<file path="config.mk">
export PLATFORM = sky130hd
export DESIGN_NAME = ipm_top
export DESIGN_NICKNAME = d
export VERILOG_FILES = /design/src/include/ipm_pkg.sv /design/src/design/ipm_flag_bank.sv /design/src/design/ipm_prio_enc.sv /design/src/design/ipm_top.sv
export SDC_FILE = /design/constraint.sdc
export NUM_CORES = 1
export LEC_CHECK = 0
export BUFFER_PORTS_ARGS = -buffer_cell sky130_fd_sc_hd__buf_2
export CORE_MARGIN = 2
export CORE_UTILIZATION = 60
export CTS_BUF_LIST = sky130_fd_sc_hd__clkbuf_8
export DETAILED_ROUTE_END_ITERATION = 7
export PLACE_DENSITY = 0.89
export SLEW_MARGIN = 0
export SYNTH_ARGS = -nofsm -noshare
export SYNTH_HDL_FRONTEND = slang
export SYNTH_SLANG_ARGS = --single-unit
export TNS_END_PERCENT = 5
</file>
<file path="constraint.sdc">
create_clock -name core_clk -period 5.5 [get_ports core_clk]
set_clock_uncertainty 0.2 [all_clocks]
set_input_delay 0.825 -clock core_clk [delete_from_list [all_inputs] [get_ports core_clk]]
set_output_delay 0.825 -clock core_clk [all_outputs]
set_load 0.01 [all_outputs]
</file>
<file path="src/include/ipm_pkg.sv">
// Constants, register map and source priorities of the posted-flag/mask block
package ipm_pkg;
    // ----------------------------------------------------------------
    // Bus and register geometry
    // ----------------------------------------------------------------
    localparam int ADDR_W = 12;
    localparam int DATA_W = 32;
    localparam int REG_W = 8;
    localparam int NUM_SRC = 24;
    localparam int SRC_W = 5;

    // Register indices; byte address is four times the index
    localparam logic [9:0] IDX_FLAGS_A = 10'h0DA;
    localparam logic [9:0] IDX_FLAGS_B = 10'h0DB;
    localparam logic [9:0] IDX_FLAGS_C = 10'h0DC;
    localparam logic [9:0] IDX_SOFT_CTRL = 10'h0DE;
    localparam logic [9:0] IDX_MASK_C = 10'h0DF;
    localparam logic [9:0] IDX_MASK_A = 10'h0E0;
    localparam logic [9:0] IDX_MASK_B = 10'h0E1;
    localparam logic [9:0] IDX_VECTOR = 10'h0E2;

    // ----------------------------------------------------------------
    // Field layout and reset values
    // ----------------------------------------------------------------
    localparam int SOFT_POST_BIT = 7;
    localparam logic [7:0] FLAGS_C_VALID = 8'h3F;
    localparam logic [7:0] MASK_C_VALID = 8'h7F;
    localparam logic [7:0] REG_RESET = 8'h00;
    localparam logic [7:0] VECTOR_NONE = 8'h00;
    localparam int VEC_SHIFT = 2;

    // Flat source index: A bits 0..7, B bits 8..15, C bits 16..23
    localparam logic [NUM_SRC-1:0] SRC_VALID = 24'h3FFFFF;

    // Priority number per flat source, index 23 down to 0
    localparam logic [NUM_SRC-1:0][SRC_W-1:0] SRC_PRIO = {
        5'h1F, 5'h1F, 5'h15, 5'h14, 5'h13, 5'h12, 5'h11, 5'h10,
        5'h0F, 5'h0E, 5'h0D, 5'h0C, 5'h0B, 5'h0A, 5'h09, 5'h08,
        5'h06, 5'h19, 5'h07, 5'h05, 5'h04, 5'h03, 5'h02, 5'h01};
    localparam logic [SRC_W-1:0] PRIO_NONE = 5'h1F;
endpackage

</file>
<file path="src/design/ipm_flag_bank.sv">
// Bank of posted interrupt flags with set-over-clear priority
`timescale 1ns/10ps
module ipm_flag_bank #(
    parameter int WIDTH = 24
) (
    // Clock and reset
    input wire logic core_clk,
    input wire logic rst,
    // Set and clear requests
    input wire logic [WIDTH-1:0] hw_set,
    input wire logic [WIDTH-1:0] sw_set,
    input wire logic [WIDTH-1:0] clr,
    // Flag state
    output logic [WIDTH-1:0] flags
);
    typedef struct packed {
        logic [WIDTH-1:0] flags;
    } ipm_bank_type;

    ipm_bank_type state_reg;
    ipm_bank_type state_next;

    always_comb begin
        state_next = state_reg;
        // A set in the clearing cycle survives
        state_next.flags = (state_reg.flags & ~clr) | hw_set | sw_set;
    end

    always_ff @(posedge core_clk) begin
        if (rst) begin
            state_reg <= '0;
        end else begin
            state_reg <= state_next;
        end
    end

    assign flags = state_reg.flags;
endmodule

</file>
<file path="src/design/ipm_prio_enc.sv">
// Priority encoder over pending sources
`timescale 1ns/10ps
module ipm_prio_enc #(
    parameter int WIDTH = 24
) (
    // Pending sources
    input wire logic [WIDTH-1:0] pending,
    // Winner
    output logic found,
    output logic [ipm_pkg::SRC_W-1:0] src,
    output logic [ipm_pkg::SRC_W-1:0] prio
);
    always_comb begin
        found = 1'b0;
        src = '0;
        prio = ipm_pkg::PRIO_NONE;
        for (int i = 0; i < WIDTH; i++) begin
            // Lower priority number wins
            if (pending[i] && (ipm_pkg::SRC_PRIO[i] < prio)) begin
                found = 1'b1;
                src = ipm_pkg::SRC_W'(i);
                prio = ipm_pkg::SRC_PRIO[i];
            end
        end
    end
endmodule

</file>
<file path="src/design/ipm_top.sv">
// Interrupt posted-flag, mask and vector registers behind an APB slave
`timescale 1ns/10ps
module ipm_top (
    // Clock and reset
    input wire logic core_clk,
    input wire logic rst,
    // APB slave
    input wire logic psel,
    input wire logic penable,
    input wire logic pwrite,
    input wire logic [ipm_pkg::ADDR_W-1:0] paddr,
    input wire logic [ipm_pkg::DATA_W-1:0] pwdata,
    input wire logic [3:0] pstrb,
    output logic [ipm_pkg::DATA_W-1:0] prdata,
    output logic pready,
    output logic pslverr,
    // Flag register A sources
    input wire logic power_fail_event,
    input wire logic external_line_0,
    input wire logic spi_tx_event,
    input wire logic spi_rx_event,
    input wire logic gpio_port0_event,
    input wire logic external_line_1,
    input wire logic sleep_timer_event,
    input wire logic gpio_port1_event,
    // Flag register B sources
    input wire logic endpoint0_event,
    input wire logic endpoint1_event,
    input wire logic endpoint2_event,
    input wire logic usb_reset_event,
    input wire logic usb_active_event,
    input wire logic ms_timer_event,
    input wire logic interval_timer_event,
    input wire logic capture0_event,
    // Flag register C sources
    input wire logic capture1_event,
    input wire logic counter_wrap_event,
    input wire logic external_line_2,
    input wire logic ps2_data_low_event,
    input wire logic gpio_port2_event,
    input wire logic gpio_port3_event,
    // CPU side
    input wire logic global_irq_gate,
    input wire logic cpu_irq_ack,
    output logic cpu_irq_req,
    output logic [7:0] cpu_irq_vector
);
    // ----------------------------------------------------------------
    // State
    // ----------------------------------------------------------------
    typedef struct packed {
        logic [7:0] mask_a;
        logic [7:0] mask_b;
        logic [7:0] mask_c;
        logic soft_post_enable;
        logic [ipm_pkg::DATA_W-1:0] rdata;
        logic slverr;
        logic sel_valid;
        logic [ipm_pkg::SRC_W-1:0] sel_src;
        logic [7:0] vector;
    } ipm_top_type;

    ipm_top_type state_reg;
    ipm_top_type state_next;

    logic [ipm_pkg::NUM_SRC-1:0] hw_set;
    logic [ipm_pkg::NUM_SRC-1:0] sw_set;
    logic [ipm_pkg::NUM_SRC-1:0] clr;
    logic [ipm_pkg::NUM_SRC-1:0] flags;
    logic [ipm_pkg::NUM_SRC-1:0] mask_all;
    logic [ipm_pkg::NUM_SRC-1:0] pending;
    logic [ipm_pkg::NUM_SRC-1:0] ack_onehot;
    logic enc_found;
    logic [ipm_pkg::SRC_W-1:0] enc_src;
    logic [ipm_pkg::SRC_W-1:0] enc_prio;
    logic [9:0] reg_idx;
    logic aligned;
    logic setup_phase;
    logic write_access;
    logic [7:0] wbyte;
    logic [7:0] post_write;
    logic [7:0] clear_write;
    logic mask_write;

    // ----------------------------------------------------------------
    // Source wiring
    // ----------------------------------------------------------------
    assign hw_set = {
        2'b00,
        gpio_port3_event, gpio_port2_event, ps2_data_low_event,
        external_line_2, counter_wrap_event, capture1_event,
        capture0_event, interval_timer_event, ms_timer_event,
        usb_active_event, usb_reset_event, endpoint2_event,
        endpoint1_event, endpoint0_event,
        gpio_port1_event, sleep_timer_event, external_line_1,
        gpio_port0_event, spi_rx_event, spi_tx_event,
        external_line_0, power_fail_event};

    assign mask_all = {state_reg.mask_c, state_reg.mask_b, state_reg.mask_a};
    // Per-bit gating, one mask bit per source
    assign pending = flags & mask_all & ipm_pkg::SRC_VALID;

    // ----------------------------------------------------------------
    // APB decode
    // ----------------------------------------------------------------
    assign reg_idx = paddr[11:2];
    assign aligned = (paddr[1:0] == 2'b00);
    assign setup_phase = psel && !penable;
    assign write_access = psel && penable && pwrite && pstrb[0];
    assign wbyte = pwdata[7:0];
    assign mask_write = write_access && aligned && (reg_idx == ipm_pkg::IDX_MASK_A ||
        reg_idx == ipm_pkg::IDX_MASK_B || reg_idx == ipm_pkg::IDX_MASK_C);

    // Zero wait states: every access phase completes
    assign pready = 1'b1;
    assign prdata = state_reg.rdata;
    assign pslverr = state_reg.slverr && psel && penable;

    // Written ones post only with posting enabled
    assign post_write = state_reg.soft_post_enable ? wbyte : 8'h00;
    // Written zeros clear only with posting disabled
    assign clear_write = state_reg.soft_post_enable ? 8'h00 : ~wbyte;

    // ----------------------------------------------------------------
    // Flag set and clear sources
    // ----------------------------------------------------------------
    always_comb begin
        sw_set = '0;
        clr = '0;
        if (write_access && aligned) begin
            case (reg_idx)
                ipm_pkg::IDX_FLAGS_A: begin
                    sw_set[7:0] = post_write;
                    clr[7:0] = clear_write;
                end
                ipm_pkg::IDX_FLAGS_B: begin
                    sw_set[15:8] = post_write;
                    clr[15:8] = clear_write;
                end
                ipm_pkg::IDX_FLAGS_C: begin
                    sw_set[23:16] = post_write & ipm_pkg::FLAGS_C_VALID;
                    clr[23:16] = clear_write & ipm_pkg::FLAGS_C_VALID;
                end
                ipm_pkg::IDX_VECTOR: begin
                    clr = pending;
                end
                default: begin
                    sw_set = '0;
                end
            endcase
        end
        // Taking an interrupt clears the source that won
        clr = clr | ack_onehot;
    end

    always_comb begin
        ack_onehot = '0;
        if (cpu_irq_ack && state_reg.sel_valid) begin
            ack_onehot[state_reg.sel_src] = 1'b1;
        end
    end

    // ----------------------------------------------------------------
    // Submodules
    // ----------------------------------------------------------------
    ipm_flag_bank #(
        .WIDTH(ipm_pkg::NUM_SRC)
    ) u_flags (
        .core_clk(core_clk),
        .rst(rst),
        .hw_set(hw_set),
        .sw_set(sw_set),
        .clr(clr),
        .flags(flags)
    );

    ipm_prio_enc #(
        .WIDTH(ipm_pkg::NUM_SRC)
    ) u_enc (
        .pending(pending),
        .found(enc_found),
        .src(enc_src),
        .prio(enc_prio)
    );

    // ----------------------------------------------------------------
    // Next state
    // ----------------------------------------------------------------
    always_comb begin
        state_next = state_reg;

        // Encoder result, one cycle behind the flags
        state_next.sel_valid = enc_found;
        state_next.sel_src = enc_src;
        if (enc_found) begin
            state_next.vector = 8'(enc_prio) << ipm_pkg::VEC_SHIFT;
        end else begin
            state_next.vector = ipm_pkg::VECTOR_NONE;
        end
        // A just-taken or newly masked source must not be offered
        if (|(clr & ~hw_set & ~sw_set) || mask_write) begin
            state_next.sel_valid = 1'b0;
            state_next.vector = ipm_pkg::VECTOR_NONE;
        end

        // Register writes
        if (write_access && aligned) begin
            case (reg_idx)
                ipm_pkg::IDX_SOFT_CTRL: begin
                    state_next.soft_post_enable = wbyte[ipm_pkg::SOFT_POST_BIT];
                end
                ipm_pkg::IDX_MASK_A: begin
                    state_next.mask_a = wbyte;
                end
                ipm_pkg::IDX_MASK_B: begin
                    state_next.mask_b = wbyte;
                end
                ipm_pkg::IDX_MASK_C: begin
                    state_next.mask_c = wbyte & ipm_pkg::MASK_C_VALID;
                end
                default: begin
                    state_next.mask_a = state_reg.mask_a;
                end
            endcase
        end

        // Read data and error captured in the setup phase
        if (setup_phase) begin
            state_next.rdata = '0;
            state_next.slverr = 1'b0;
            if (!aligned) begin
                state_next.slverr = 1'b1;
            end else begin
                case (reg_idx)
                    ipm_pkg::IDX_FLAGS_A: begin
                        state_next.rdata[7:0] = flags[7:0];
                    end
                    ipm_pkg::IDX_FLAGS_B: begin
                        state_next.rdata[7:0] = flags[15:8];
                    end
                    ipm_pkg::IDX_FLAGS_C: begin
                        state_next.rdata[7:0] = flags[23:16] & ipm_pkg::FLAGS_C_VALID;
                    end
                    ipm_pkg::IDX_SOFT_CTRL: begin
                        state_next.rdata[ipm_pkg::SOFT_POST_BIT] =
                            state_reg.soft_post_enable;
                    end
                    ipm_pkg::IDX_MASK_C: begin
                        state_next.rdata[7:0] = state_reg.mask_c;
                    end
                    ipm_pkg::IDX_MASK_A: begin
                        state_next.rdata[7:0] = state_reg.mask_a;
                    end
                    ipm_pkg::IDX_MASK_B: begin
                        state_next.rdata[7:0] = state_reg.mask_b;
                    end
                    ipm_pkg::IDX_VECTOR: begin
                        state_next.rdata[7:0] = state_reg.vector;
                    end
                    default: begin
                        state_next.slverr = 1'b1;
                    end
                endcase
            end
        end
    end

    always_ff @(posedge core_clk) begin
        if (rst) begin
            state_reg <= '0;
        end else begin
            state_reg <= state_next;
        end
    end

    // ----------------------------------------------------------------
    // CPU outputs
    // ----------------------------------------------------------------
    assign cpu_irq_req = state_reg.sel_valid && global_irq_gate;
    assign cpu_irq_vector = state_reg.vector;
endmodule

</file>
Word level (Yosys, flattened, before mapping). Index checks and enable logic that the tools add are counted.

Order comparisons: 23. Eq/ne operators: 8. Multiplexer cells: 83. Bitwise gates (word level): 12. Reductions and logical operators: 48.

Operators by type and width (number): $mux 5 (28); $eq 10x8->1 const B (8); $and 24x24->24 (3); $mux 24 (3); $pmux 7 s7 (1); $not 24->24 (2); $or 24x24->24 (2); $lt 4x5->1 const A (8); $mux 8 (5); $lt 5x5->1 const A (7); $logic_and 1x1->1 (32); $mux 4 (8); $pmux 8 s2 (2); $mux 1 (26); $not 22->24 (1); $or 24x22->24 (1); $reduce_or 24->1 (1); $and 22x22->22 (1); $lt 3x5->1 const A (4); $mux 3 (4); $pmux 6 s2 (1); $lt 2x5->1 const A (2); $not 8->8 (1); $reduce_and 2->1 (4); 15 further kinds (19).

Register bits after elaboration: 71. Bits of input ports: 77. Logic and storage cells: 188.

Longest topological paths before layout.
Depth after elaboration: 67. Depth in mapped cells: 10. Mapped depth without buffers: 7.

Hierarchy. From an unflattened synthesis, not the netlist that was laid out.

Cell total of the unflattened synthesis: 709. Area, all modules: 5166.2 µm².

By module, submodules not included: ipm_top (instances 1, cells an instance 517, area an instance 3714.8 µm², seq. area each 880.8 µm²); ipm_flag_bank (instances 1, cells an instance 98, area an instance 863.3 µm², seq. area each 480.5 µm²); ipm_prio_enc (instances 1, cells an instance 94, area an instance 588.1 µm², seq. area each 0.0 µm²).

Worst setup path after synthesis. OpenSTA, ideal clock, no wires.

Path kind: input port to flip-flop. Start: in paddr[4] (netlist name). End: reg state_reg (netlist bit cpu_irq_vector[2]). Setup time: 0.092 ns. Arrival: 2.918 ns. Slack: 2.290 ns. Stages: 8. Path buffers: 1. Cell sequence: or3_1 -> buf_2 -> nor4_4 -> a31oi_1 -> o21ai_1 -> nand4_1 -> or4_4 -> nor4_1.

Longest elaborated chain between the ends: 9. Elaborated cells between the ends (all ways): 25.

Ends and longest elaborated chain: start: declaration (line ipm_top.sv:11) `input wire logic [ipm_pkg::ADDR_W-1:0] paddr,`; $eq 10x8->1 (line ipm_top.sv:131) `case (reg_idx)`; $pmux 8 s2 or $pmux 6 s2 (tied branches) (line ipm_top.sv:131); $mux 24 (line ipm_top.sv:130) `if (write_access && aligned) begin`; $or 24x24->24 (line ipm_top.sv:153) `clr = clr | ack_onehot;`; $and 24x24->24 (2 in a row) (line ipm_top.sv:201) `if (|(clr & ~hw_set & ~sw_set) || mask_write) begin`; $reduce_or 24->1 (line ipm_top.sv:201); $logic_or 1x1->1 (*) (line ipm_top.sv:201); $reduce_or 3->1 (no line) (*); end signal: assignment (line ipm_top.sv:272) `state_reg <= state_next;`; end: declaration (line ipm_top.sv:63) `ipm_top_type state_reg;`.

Mark *: on every way between the ends. The rest lies on a longest branch, timed or not. A chain may end at the register's enable or synchronous reset.

Worst setup path in the final report.
Start: in paddr[4] (netlist name). End: reg state_reg (netlist bit cpu_irq_vector[5]).

Longest elaborated chain between the ends: 9. Elaborated cells between the ends (all ways): 25.

Ends and longest elaborated chain (line): $eq 10x8->1 (ipm_top.sv:131); $pmux 8 s2 or $pmux 6 s2 (tied branches) (ipm_top.sv:131); $mux 24 (ipm_top.sv:130); $or 24x24->24 (ipm_top.sv:153); $and 24x24->24 (2 in a row) (ipm_top.sv:201); $reduce_or 24->1 (ipm_top.sv:201); $logic_or 1x1->1 (*) (ipm_top.sv:201); $reduce_or 4->1 (no line) (*).

Marked as above.

==> impl_metrics.tcl <==
set metrics [dict create \
    ys_top_cells_by_count "121 x nand2_1, 66 x dfxtp_1, 55 x a21oi_1, 41 x buf_4, 36 x nor2_1" \
    n_fill_cell 737 \
    gp_congestion 1.03 \
    synth_seq_area_share 0.282 \
    whs_ns 0.255 \
    crit_fanout 18 \
    cp-end-kind "flop" \
    cts_root_buf "clkbuf_8" \
    insertion_delay_ns 0.37 \
    synth_xor_xnor_area_share 0 \
    hold_path.startpoint "prdata[2]$_SDFFE_PP0P_" \
    final-instance-count-excl-fill 788 \
    critical_path_class "in -> reg" \
    synth_top_family_by_area "simple AND/OR/NAND/NOR gates" \
    slew_viol_final 0 \
    leakage_nw 1.90 \
    drt-total-wl_um 18200 \
    grt_max_degree 61 \
    dominantRegCellSynth "dfxtp_1" \
    drc_errors 0 \
    cts_tree "done" \
    cts_buffers 9 \
    yosysTopAreaCell "dfxtp_1" \
    grt_pass1_vias 5123 \
    synthArstFlopShare 0 \
    dp.cells 772 \
    grt_pass1_wl_um 27900 \
    irDropWorstVdd_uv 190 \
    core_um2 7650 \
    arrival_ns 3.96 \
    hold_viol 0 \
    drtIter0Drc 824 \
    multiInputGateArea_um2 2990 \
    vias 5593 \
    worst_slew_pin_slew_ns 1.04 \
    cp.required_ns 5.55 \
    num_rows 32 \
    synth_edf_count 0 \
    syn_inst 648 \
    die_h_um 92.4 \
    largest_reg_flops 23 \
    syn_to_final_growth_pct 7.89 \
    clk_pin_slew_ns 0.08 \
    drt_pass1_iterations 6 \
    dieArea_um2 8550 \
    max_freq_mhz 256 \
    min_path_type "reg -> reg" \
    viasPerCell 7.10 \
    synth_fa_ha_area_frac 0 \
    synth_cell_types 62 \
    startpoint "paddr[4]" \
    port_buffers 64 \
    hold_path_depth 2 \
    synth.most_common_cell "nand2_1" \
    utilization 0.662 \
    antenna_left 0 \
    maxCapViolations 0 \
    post_cts_buffers 0 \
    period_share 0.711 \
    synth-simple-area-share 0.312 \
    cts_hold_buf 0 \
    rsz0062_at_grt "false" \
    grt_use_total 0.428 \
    crit_path_start_kind "primary input" \
    power_per_cell_area_nw_per_um2 207 \
    cts_buffer_depth 2 \
    cts_resized 0 \
    avgSynthCellArea_um2 7.24 \
    r2r_slack_ns 2.25 \
    finalNetCount 758 \
    start_util 0.614 \
    final.setup.tns_ns 0 \
    grt-ovfl-total 0 \
    n_antenna_cell 0 \
    slew_headroom 0.302 \
    ys_ff_latch 66 \
    fp.dieW_um 92.4 \
    cts_max_level 3 \
    dp_hpwl_um 13600 \
    regArea_um2 1320 \
    io_pins 120 \
    setup_viol_count_final 0 \
    netlist_area_um2 4690 \
    antenna_found_initial 0 \
    rr_endpoint "cpu_irq_vector[5]$_SDFF_PP0_" \
    crit_end "cpu_irq_vector[5]$_SDFF_PP0_" \
    rr_worst_depth 6 \
    synth_compound_area_frac 0.282 \
    final_layout_size_suffix_gt1_frac 0.150 \
    total_power_mw 1.05 \
    muxShareOfSynthArea 0.0200 \
    status "completed" \
    synth.top_cells.by_area "dfxtp_1 28%, nand2_1 9.7%, buf_4 6.6%" \
    period_minus_slack_ns 3.91 \
    netlist.area_leader.share 0.282 \
    routedWlPerCell_um 23.1 \
    regToRegStartpoint "state_reg[47]$_SDFFE_PP0P_" \
    yosys_warnings 0 \
    numClockSinks 66 \
]
-- through the flow --
step	worst slack, ns	area, um2
after global placement	1.48	4860
after CTS	1.70	5060
after detailed placement	1.32	4860
after global routing	1.45	5060
after floorplan	2.29	4790
final	1.59	5060
-- cell families (layout without fill, tap and decap cells) --
kind of cell | after synthesis | count (layout)
buffers and inverters | 86 | 98
other | 2 | 28
AND/OR/NAND/NOR | 289 | 289
AO/OA/AOI/OAI | 196 | 196
flip-flops | 66 | 66
multiplexers | 9 | 9
-- cell type report --
| type | instances | share of cell area |
|---|---|---|
| multi-input combinational | 522 | 0.591 |
| sequential | 66 | 0.261 |
| timing repair buffer | 72 | 0.0751 |
| tap | 102 | 0.0252 |
| clock buffer | 9 | 0.0245 |
| clock inverter | 7 | 0.0161 |
| inverter | 10 | 0.00741 |
-- critical path, stage by stage --
cell     delay, ns
buf_2         0.12
or3_1         0.51
nor4_4        0.94
a31oi_1       0.23
o21ai_1       0.20
nand4_1       0.17
or4_4         0.63
nor4_1        0.34
-- where the power goes --
group	switching [mW]	leakage (nW)	internal (mW)	total, mW
Combinational	0.0646	1.26	0.0304	0.0950
Sequential	0.0199	0.539	0.490	0.510
Clock	0.225	0.101	0.216	0.442
-- worst min path at each step --
| stage | end | slack, ns |
|---|---|---|
| after floorplan | prdata[1]$_SDFFE_PP0P_ | 0.23 |
| after global placement | prdata[5]$_SDFFE_PP0P_ | 0.24 |
| after detailed placement | prdata[2]$_SDFFE_PP0P_ | 0.25 |
| after CTS | prdata[4]$_SDFFE_PP0P_ | 0.26 |
| after global routing | prdata[2]$_SDFFE_PP0P_ | 0.28 |
| final | prdata[2]$_SDFFE_PP0P_ | 0.26 |
-- cell usage in the layout, fill, tap and decap left out, drive strengths merged, types with 4 or more instances in the layout --
cell	count
nand4	18
a22oi	9
dfxtp	66
nor3b	6
a311oi	4
a21oi	55
o31ai	13
clkbuf	9
nand2	121
o21ai	29
mux2i	6
buf	72
nand4b	4
or3b	5
or4	4
a22o	4
nand3	19
and4	5
o31a	6
or3	6
inv	14
a31oi	20
nor2	36
a21boi	6
a31o	4
nor3	32
a21o	4
a222oi	10
nor4	8
and2	8
conb	28
-- per-layer routing --
layer / GRT usage / share of wire
met3: 0.0814 / 0.14
met5: 0 / 0
met2: 0.638 / 0.43
met1: 0.569 / 0.37
met4: 0.269 / 0.069
Note: power is estimated with default switching activity, not from simulation.
